$ cat src/design/irq_flag_consts.vh
/*
 interrupt enable/flag block constants: register offsets, bit positions,
 reset values. assumes an axi4-lite register bus with 32-bit words.
*/
`ifndef IRQ_FLAG_CONSTS_VH
`define IRQ_FLAG_CONSTS_VH

// register indices as printed (byte address is four times the index)
`define IDX_CORE_CTRL      9'h00b
`define IDX_CORE_CTRL_B1   9'h08b
`define IDX_CORE_CTRL_B2   9'h10b
`define IDX_CORE_CTRL_B3   9'h18b
`define IDX_PERIPH_FLAGS1  9'h00c
`define IDX_PERIPH_FLAGS2  9'h00d
`define IDX_PERIPH_EN1     9'h08c
`define IDX_PERIPH_EN2     9'h08d
// source edge/config register, index chosen freely
`define IDX_SRC_CFG        9'h1f0

// core control bit positions
`define BIT_GLOBAL_EN      7
`define BIT_PERIPH_EN      6
`define BIT_TMRA_EN        5
`define BIT_EXT_EN         4
`define BIT_PORT_EN        3
`define BIT_TMRA_FLAG      2
`define BIT_EXT_FLAG       1
`define BIT_PORT_FLAG      0

// peripheral bit positions
`define BIT_UART_RX        5
`define BIT_UART_TX        4

// reset values
`define RST_CORE_CTRL      8'h00
`define RST_PERIPH         8'h00

// axi responses
`define RESP_OKAY          2'b00
`define RESP_SLVERR        2'b10

`endif

$ cat src/design/irq_flag_logic.v
/*
 interrupt enable and flag logic with an axi4-lite register slave.
 assumes event inputs are one-cycle pulses on SYS_CLK_IN; the external
 pin and port pins come from outside and are synchronised here.
*/
// Our own choice: the AXI4-Lite register port.
`timescale 1ns/1ns
`default_nettype none
`include "irq_flag_consts.vh"

// Function
// - request passes to the core only while global enable is set
// - peripheral requests also need the peripheral group enable
// - flags set on their event regardless of any enable
// - core control layout fixed, visible at all four bank addresses
// - timer a overflow sets its flag, held until software clears
// - selected edge on external pin sets its flag, software clears
// - port mismatch keeps setting flag; port read ends mismatch
// - peripheral enable register one holds eight enables, reset zero
// - peripheral flag register one mirrors enable register one layout
// - uart rx and tx flags read-only, show buffer levels
// - adc conversion completion sets adc flag, software clears
// - serial port flag set on transfer or completed bus condition
// - serial port flag set on start/stop seen while idle
// - capcmp one flag set on capture or compare, unused in pwm
// - timer c period match and timer b overflow set flags
// - peripheral enable two implements bit 0 only, rest read zero
module irq_flag_logic #(
   parameter PORT_W = 4
) (
   input  wire              SYS_CLK_IN,
   input  wire              RESETN_IN,
   // axi4-lite slave
   input  wire [11:0]       S_AXI_AWADDR_IN,
   input  wire              S_AXI_AWVALID_IN,
   output wire              S_AXI_AWREADY_OUT,
   input  wire [31:0]       S_AXI_WDATA_IN,
   input  wire [3:0]        S_AXI_WSTRB_IN,
   input  wire              S_AXI_WVALID_IN,
   output wire              S_AXI_WREADY_OUT,
   output reg  [1:0]        S_AXI_BRESP_OUT,
   output reg               S_AXI_BVALID_OUT,
   input  wire              S_AXI_BREADY_IN,
   input  wire [11:0]       S_AXI_ARADDR_IN,
   input  wire              S_AXI_ARVALID_IN,
   output wire              S_AXI_ARREADY_OUT,
   output reg  [31:0]       S_AXI_RDATA_OUT,
   output reg  [1:0]        S_AXI_RRESP_OUT,
   output reg               S_AXI_RVALID_OUT,
   input  wire              S_AXI_RREADY_IN,
   // event sources: one-cycle pulses, except pin, port, uart, idle and pwm levels
   input  wire              TIMER_A_OVF_IN,
   input  wire              EXT_IRQ_PIN_IN,
   input  wire [PORT_W-1:0] PORT_PINS_IN,
   input  wire              PORT_READ_IN,
   input  wire              PARALLEL_PORT_EVT_IN,
   input  wire              ADC_DONE_IN,
   input  wire              UART_RX_FULL_IN,
   input  wire              UART_TX_EMPTY_IN,
   input  wire              SERIAL_XFER_DONE_IN,
   input  wire              SERIAL_COND_DONE_IN,
   input  wire              SERIAL_BUS_COND_IN,
   input  wire              SERIAL_IDLE_IN,
   input  wire              CAPCMP_ONE_EVT_IN,
   input  wire              CAPCMP_ONE_PWM_IN,
   input  wire              CAPCMP_TWO_EVT_IN,
   input  wire              CAPCMP_TWO_PWM_IN,
   input  wire              TIMER_C_MATCH_IN,
   input  wire              TIMER_B_OVF_IN,
   // to core
   output reg               CORE_IRQ_OUT
);

   reg  [7:0]        core_ctrl_q;
   reg  [7:0]        pen1_q;
   reg               pen2_q;
   reg  [7:0]        pflag1_q;
   reg               pflag2_q;
   reg               ext_edge_rise_q;
   reg  [1:0]        ext_sync_q;
   reg               ext_prev_q;
   reg  [PORT_W-1:0] port_s1_q;
   reg  [PORT_W-1:0] port_s2_q;
   reg  [PORT_W-1:0] port_latch_q;
   reg               aw_hold_q;
   reg  [8:0]        aw_idx_q;
   reg               w_hold_q;
   reg  [7:0]        w_data_q;
   reg               w_strb_q;

   wire       ext_edge;
   wire       port_mismatch;
   wire [7:0] pset1;
   wire       pset2;
   wire       do_write;
   wire       core_hit;
   wire       f1_hit;
   wire       f2_hit;
   wire       e1_hit;
   wire       e2_hit;
   wire       cfg_hit;
   wire       wr_ok;
   wire [8:0] ar_idx;
   reg  [7:0] rd_val;
   reg        rd_ok;

   // external pin and port pin synchronisers
   always @(posedge SYS_CLK_IN or negedge RESETN_IN) begin
      if (!RESETN_IN) begin
         ext_sync_q <= 2'b00;
         ext_prev_q <= 1'b0;
         port_s1_q  <= {PORT_W{1'b0}};
         port_s2_q  <= {PORT_W{1'b0}};
      end else begin
         ext_sync_q <= {ext_sync_q[0], EXT_IRQ_PIN_IN};
         ext_prev_q <= ext_sync_q[1];
         port_s1_q  <= PORT_PINS_IN;
         port_s2_q  <= port_s1_q;
      end
   end

   // selected edge on the synchronised pin
   assign ext_edge = ext_edge_rise_q ? (ext_sync_q[1] & ~ext_prev_q)
                                     : (~ext_sync_q[1] & ext_prev_q);
   assign port_mismatch = (port_s2_q != port_latch_q);

   // last latched port value, refreshed by a port read
   always @(posedge SYS_CLK_IN or negedge RESETN_IN) begin
      if (!RESETN_IN) begin
         port_latch_q <= {PORT_W{1'b0}};
      end else if (PORT_READ_IN) begin
         port_latch_q <= port_s2_q;
      end
   end

   // peripheral set conditions, same positions as enables
   assign pset1 = {PARALLEL_PORT_EVT_IN,
                   ADC_DONE_IN,
                   1'b0,
                   1'b0,
                   SERIAL_XFER_DONE_IN | SERIAL_COND_DONE_IN
                   | (SERIAL_BUS_COND_IN & SERIAL_IDLE_IN),
                   CAPCMP_ONE_EVT_IN & ~CAPCMP_ONE_PWM_IN,
                   TIMER_C_MATCH_IN,
                   TIMER_B_OVF_IN};
   assign pset2 = CAPCMP_TWO_EVT_IN & ~CAPCMP_TWO_PWM_IN;

   // axi write: address and data taken in either order
   assign S_AXI_AWREADY_OUT = ~aw_hold_q & ~S_AXI_BVALID_OUT;
   assign S_AXI_WREADY_OUT  = ~w_hold_q & ~S_AXI_BVALID_OUT;
   assign do_write = aw_hold_q & w_hold_q;
   assign core_hit = (aw_idx_q == `IDX_CORE_CTRL)
                   | (aw_idx_q == `IDX_CORE_CTRL_B1)
                   | (aw_idx_q == `IDX_CORE_CTRL_B2)
                   | (aw_idx_q == `IDX_CORE_CTRL_B3);
   assign f1_hit  = do_write & w_strb_q & (aw_idx_q == `IDX_PERIPH_FLAGS1);
   assign f2_hit  = do_write & w_strb_q & (aw_idx_q == `IDX_PERIPH_FLAGS2);
   assign e1_hit  = do_write & w_strb_q & (aw_idx_q == `IDX_PERIPH_EN1);
   assign e2_hit  = do_write & w_strb_q & (aw_idx_q == `IDX_PERIPH_EN2);
   assign cfg_hit = do_write & w_strb_q & (aw_idx_q == `IDX_SRC_CFG);
   assign wr_ok   = core_hit | (aw_idx_q == `IDX_PERIPH_FLAGS1)
                  | (aw_idx_q == `IDX_PERIPH_FLAGS2)
                  | (aw_idx_q == `IDX_PERIPH_EN1)
                  | (aw_idx_q == `IDX_PERIPH_EN2)
                  | (aw_idx_q == `IDX_SRC_CFG);

   always @(posedge SYS_CLK_IN or negedge RESETN_IN) begin
      if (!RESETN_IN) begin
         aw_hold_q        <= 1'b0;
         aw_idx_q         <= 9'h000;
         w_hold_q         <= 1'b0;
         w_data_q         <= 8'h00;
         w_strb_q         <= 1'b0;
         S_AXI_BVALID_OUT <= 1'b0;
         S_AXI_BRESP_OUT  <= `RESP_OKAY;
      end else begin
         if (S_AXI_AWVALID_IN && S_AXI_AWREADY_OUT) begin
            aw_hold_q <= 1'b1;
            aw_idx_q  <= S_AXI_AWADDR_IN[10:2];
         end
         if (S_AXI_WVALID_IN && S_AXI_WREADY_OUT) begin
            w_hold_q <= 1'b1;
            w_data_q <= S_AXI_WDATA_IN[7:0];
            w_strb_q <= S_AXI_WSTRB_IN[0];
         end
         if (do_write) begin
            aw_hold_q        <= 1'b0;
            w_hold_q         <= 1'b0;
            S_AXI_BVALID_OUT <= 1'b1;
            S_AXI_BRESP_OUT  <= wr_ok ? `RESP_OKAY : `RESP_SLVERR;
         end else if (S_AXI_BVALID_OUT && S_AXI_BREADY_IN) begin
            S_AXI_BVALID_OUT <= 1'b0;
         end
      end
   end

   // core control: enables written, flags set by hardware win over clear
   always @(posedge SYS_CLK_IN or negedge RESETN_IN) begin
      if (!RESETN_IN) begin
         core_ctrl_q     <= `RST_CORE_CTRL;
         ext_edge_rise_q <= 1'b1;
      end else begin
         if (do_write && w_strb_q && core_hit) begin
            core_ctrl_q <= w_data_q;
         end
         if (cfg_hit) begin
            ext_edge_rise_q <= w_data_q[0];
         end
         if (TIMER_A_OVF_IN) begin
            core_ctrl_q[`BIT_TMRA_FLAG] <= 1'b1;
         end
         if (ext_edge) begin
            core_ctrl_q[`BIT_EXT_FLAG] <= 1'b1;
         end
         if (port_mismatch) begin
            core_ctrl_q[`BIT_PORT_FLAG] <= 1'b1;
         end
      end
   end

   // peripheral enables and flags
   always @(posedge SYS_CLK_IN or negedge RESETN_IN) begin
      if (!RESETN_IN) begin
         pen1_q   <= `RST_PERIPH;
         pen2_q   <= 1'b0;
         pflag1_q <= `RST_PERIPH;
         pflag2_q <= 1'b0;
      end else begin
         if (e1_hit) begin
            pen1_q <= w_data_q;
         end
         if (e2_hit) begin
            pen2_q <= w_data_q[0];
         end
         // set wins over a clear in the same cycle
         pflag1_q <= (f1_hit ? w_data_q : pflag1_q) | pset1;
         pflag2_q <= (f2_hit ? w_data_q[0] : pflag2_q) | pset2;
      end
   end

   // flag view with uart bits taken live from the buffers
   wire [7:0] pflag1_view;
   assign pflag1_view = {pflag1_q[7:6], UART_RX_FULL_IN,
                         UART_TX_EMPTY_IN, pflag1_q[3:0]};

   // combined request to the core
   always @(posedge SYS_CLK_IN or negedge RESETN_IN) begin
      if (!RESETN_IN) begin
         CORE_IRQ_OUT <= 1'b0;
      end else begin
         CORE_IRQ_OUT <= core_ctrl_q[`BIT_GLOBAL_EN] &
            ((|(core_ctrl_q[5:3] & core_ctrl_q[2:0])) |
             (core_ctrl_q[`BIT_PERIPH_EN] &
              ((|(pen1_q & pflag1_view)) | (pen2_q & pflag2_q))));
      end
   end

   // read decode
   assign S_AXI_ARREADY_OUT = ~S_AXI_RVALID_OUT;
   assign ar_idx = S_AXI_ARADDR_IN[10:2];
   always @* begin
      rd_val = 8'h00;
      rd_ok  = 1'b1;
      if (ar_idx == `IDX_CORE_CTRL || ar_idx == `IDX_CORE_CTRL_B1 ||
          ar_idx == `IDX_CORE_CTRL_B2 || ar_idx == `IDX_CORE_CTRL_B3) begin
         rd_val = core_ctrl_q;
      end else if (ar_idx == `IDX_PERIPH_FLAGS1) begin
         rd_val = pflag1_view;
      end else if (ar_idx == `IDX_PERIPH_FLAGS2) begin
         rd_val = {7'h00, pflag2_q};
      end else if (ar_idx == `IDX_PERIPH_EN1) begin
         rd_val = pen1_q;
      end else if (ar_idx == `IDX_PERIPH_EN2) begin
         rd_val = {7'h00, pen2_q};
      end else if (ar_idx == `IDX_SRC_CFG) begin
         rd_val = {7'h00, ext_edge_rise_q};
      end else begin
         rd_ok = 1'b0;
      end
   end

   always @(posedge SYS_CLK_IN or negedge RESETN_IN) begin
      if (!RESETN_IN) begin
         S_AXI_RVALID_OUT <= 1'b0;
         S_AXI_RDATA_OUT  <= 32'h00000000;
         S_AXI_RRESP_OUT  <= `RESP_OKAY;
      end else if (S_AXI_ARVALID_IN && S_AXI_ARREADY_OUT) begin
         S_AXI_RVALID_OUT <= 1'b1;
         S_AXI_RDATA_OUT  <= {24'h000000, rd_val};
         S_AXI_RRESP_OUT  <= rd_ok ? `RESP_OKAY : `RESP_SLVERR;
      end else if (S_AXI_RVALID_OUT && S_AXI_RREADY_IN) begin
         S_AXI_RVALID_OUT <= 1'b0;
      end
   end

endmodule // irq_flag_logic
`default_nettype wire

$ cat config.mk
export PLATFORM = sky130hd
export DESIGN_NAME = irq_flag_logic
export DESIGN_NICKNAME = d
export VERILOG_FILES = /design/src/design/irq_flag_logic.v
export VERILOG_INCLUDE_DIRS = /design/src /design/src/design
export SDC_FILE = /design/constraint.sdc
export NUM_CORES = 1
export LEC_CHECK = 0
export BUFFER_PORTS_ARGS = -buffer_cell sky130_fd_sc_hd__buf_2
export CAP_MARGIN = 20
export CORE_MARGIN = 5
export CORE_UTILIZATION = 49
export DETAILED_ROUTE_END_ITERATION = 8
export PLACE_DENSITY = 0.8
export SYNTH_ARGS = -nofsm -noshare
export SYNTH_HDL_FRONTEND = slang
export SYNTH_SLANG_ARGS = --single-unit
$ cat constraint.sdc
create_clock -name SYS_CLK_IN -period 2.6 [get_ports SYS_CLK_IN]
set_input_delay 0.26 -clock SYS_CLK_IN [delete_from_list [all_inputs] [get_ports SYS_CLK_IN]]
set_output_delay 0.26 -clock SYS_CLK_IN [all_outputs]
set_load 0.02 [all_outputs]
==> impl_metrics.ini <==
[setup_path]
regToRegSetupSlack_ps = 440
worstSetupEndpoint = pflag1_q[6]
critPathLaunch = aw_idx_q[4]
cp.required_ps = 2830
worstPathArrival_ps = 2390
path_class = reg -> reg
timing.rr.start = aw_idx_q[4]
critPathCaptureType = flop
start_kind = flop
ff2ff_path_depth = 3
r2r-end = pflag1_q[6]
crit_fanout = 6

[logic_synthesis]
yosys_most_used_dff = dfrtp_1
avgSynthCellArea_um2 = 12.3
yosysMostFrequentCell = dfrtp_1
synth_top_area_cell = dfrtp_1
ys_seq_area_share_pct = 54.6
synth.distinct_cells = 49
yosys_warnings = 0
yosysTopAreaCellShare_pct = 53.9
async_flop_share_pct = 100
synthTopCellsByCount = 72 x dfrtp_1, 29 x mux2_2, 26 x buf_4
synth_edf_count = 0
yosys-top-cells-area = dfrtp_1 54%, mux2_2 9.8%, buf_4 5.8%, mux2_1 3.4%, mux2i_1 3.3%
netlist_area_um2 = 3350
synthCells = 271
ys_ff_latch = 73

[timing]
rsz0062_at_grt = no
timing.fmax_mhz = 462
worst_slew_pin_slew_ps = 684
relSlewSlack_pct = 54.4
min_period_over_period_pct = 83.2
hold_violations = 0
final.min_clock_period_ps = 2160
fin_setup_tns_ps = 0
fin_skew_ps = 5.28
setup_viol = 0
final_max_slew_viol_count = 0

[place]
hpwl_um = 5130
io_buffer_count = 70
gp_congestion = 0.804

[cells_and_area]
antennaDiodeCount = 0
drive_gt1_share_pct = 36.3
nFillCells = 583
finalNetCount = 434
areaGrowthSynthToFinish_pct = 15.8

[global_routing]
grt.busiest_layer = met2
grt.overflow.total = 0
grt_max_degree = 46
grtUsageTotal_pct = 16.7
grt_use_met1_pct = 19.6
grt_pass1_wl_um = 11200
antenna_found_initial = 0
grtUsageMet2_pct = 28.9
grt_pass1_vias = 2310
grtUsageMet3_pct = 4.55

[floorplanning]
die_w_um = 92.6
core-area_um2 = 6720
io-pin-count = 130
die_h_um = 92.6
fp.dieArea_um2 = 8580
start_util_pct = 49.8
core.rowCount = 30

[detailed_routing]
via_per_inst = 5.26
avgRoutedWirePerCell_um = 16.0
ant_nets = 0
dr.pass1.iters = 4
drt_iter0_drc = 76
vias = 2260
wirelength_um = 6890
drc = 0

[clock_network]
cts_resized = 0
clk_path_buf_depth = 2
htreeDepth = 3
cts_tree = yes
clockRootBuffer = clkbuf_8
clk_pin_slew_worst_paths_ps = 80
numCtsBuffers = 9
cts.sinks = 73
clk_latency_ps = 340

[power_and_ir_drop]
p_sw_uw = 974
p_int_mw = 2.13
p_sw_share_pct = 31.4
p_clk_share_pct = 27.6
p_leak_nw = 1.86
pwr-share-seq_pct = 50.5
ir_drop_mv = 0.745
combPwrFrac_pct = 21.9
powerDensity_nw_per_um2 = 800
power_mw = 3.10

[outcome]
status = finished, final reports clean

[worst_hold_path]
hold_class = in -> reg

[flow_run]
maxCapViolations = 0
## logic make-up (layout without fill, tap and decap cells)
kind of cell / after synthesis / in the layout / synth area share [%]
XOR/XNOR: 4 / 4 / 1.05
other: 1 / 26 / 0.112
flip-flops: 73 / 73 / 54.6
buffers and inverters: 39 / 93 / 7.59
multiplexers: 50 / 50 / 16.4
AO/OA/AOI/OAI: 43 / 43 / 9.27
AND/OR/NAND/NOR: 61 / 61 / 10.9
## area by class of cell
class | count | area (µm²) | area share [%]
clock buffer | 10 | 128 | 3.29
clock inverter | 5 | 57.6 | 1.49
sequential | 73 | 1830 | 47.2
inverter | 6 | 22.5 | 0.581
multi-input combinational | 184 | 1360 | 35.0
timing repair buffer | 72 | 380 | 9.82
tap | 80 | 100 | 2.58
## worst max-delay path, cell delays in order (launching register included)
cell and delay, ps:
dfrtp_1 400, or4b_4 610, or4b_1 690, a211o_1 350
## stage by stage
step	worst slack [ps]	util, %	std cells	instance area (µm²)	hold slack (ps)
2_1_floorplan	528	-	296	3440	-35.6
3_3_place_gp	475	54.7	414	3680	325
3_5_place_dp	449	54.7	414	3680	336
4_1_cts	427	57.7	430	3870	4.25
5_1_grt	390	57.7	430	3870	1.12
6_report	436	57.7	430	3870	18.4
## placed cells by master, fill, tap and decap left out, drive strengths merged, types with 2 or more instances in the layout
cell | Yosys | final
a22oi | 2 | 2
inv | 6 | 6
a222oi | 2 | 2
nor4 | 2 | 2
clkbuf | 4 | 10
nor3 | 4 | 4
xor2 | 4 | 4
and3 | 5 | 5
a211o | 5 | 5
nor2 | 9 | 9
nor2b | 3 | 3
buf | 29 | 71
nand3 | 5 | 5
dfrtp | 72 | 72
o21ai | 14 | 14
a21oi | 3 | 3
nand2b | 2 | 2
a2bb2oi | 7 | 7
a21o | 2 | 2
nand4 | 2 | 2
mux2 | 39 | 39
conb | 1 | 26
or4b | 2 | 2
nand2 | 16 | 16
or3b | 2 | 2
nand3b | 3 | 3
mux2i | 11 | 11
clkinvlp | 0 | 3
and2 | 3 | 3
## registers in the layout, summed over array words and instances, names as in the netlist, 2 cells and up
name	flops
aw_idx_q	9
S_AXI_RDATA_OUT	8
core_ctrl_q	8
pen1_q	8
w_data_q	8
pflag1_q	6
port_latch_q	4
port_s1_q	4
port_s2_q	4
ext_sync_q	2
## power by group through the flow
stage                     registers [mW]  logic (mW)  clock network, mW
final                               1.57       0.679              0.854
after global placement              1.57       0.653                  0
after CTS                           1.57       0.687              0.866
after global routing                1.60       0.740              0.930
after floorplan                     1.54       0.517                  0
after detailed placement            1.58       0.679                  0
## per-layer routing
layer / share of wire [%] / vias to the layer above
met2: 52 / 74
met4: 1.7 / 0
met1: 39 / 1103
met5: 0 / -
met3: 6.7 / 11
li1: - / 1072
## timing repair
item,4_1_cts,5_1_grt
hold buffers,1,0
hold endpoints to repair,28,0
buffers inserted,0,0
## worst min path at each step
stage	startpoint	end	slack, ps	cells past startpoint
2_1_floorplan	RESETN_IN	CORE_IRQ_OUT	-40	0
4_1_cts	PORT_PINS_IN[1]	port_s1_q[1]	4	1
3_5_place_dp	RESETN_IN	aw_idx_q[4]	340	1
5_1_grt	PORT_PINS_IN[0]	port_s1_q[0]	1	1
6_report	PORT_PINS_IN[1]	port_s1_q[1]	20	1
3_3_place_gp	RESETN_IN	aw_idx_q[3]	320	1
No activity file was read; power rests on OpenSTA's default activity.
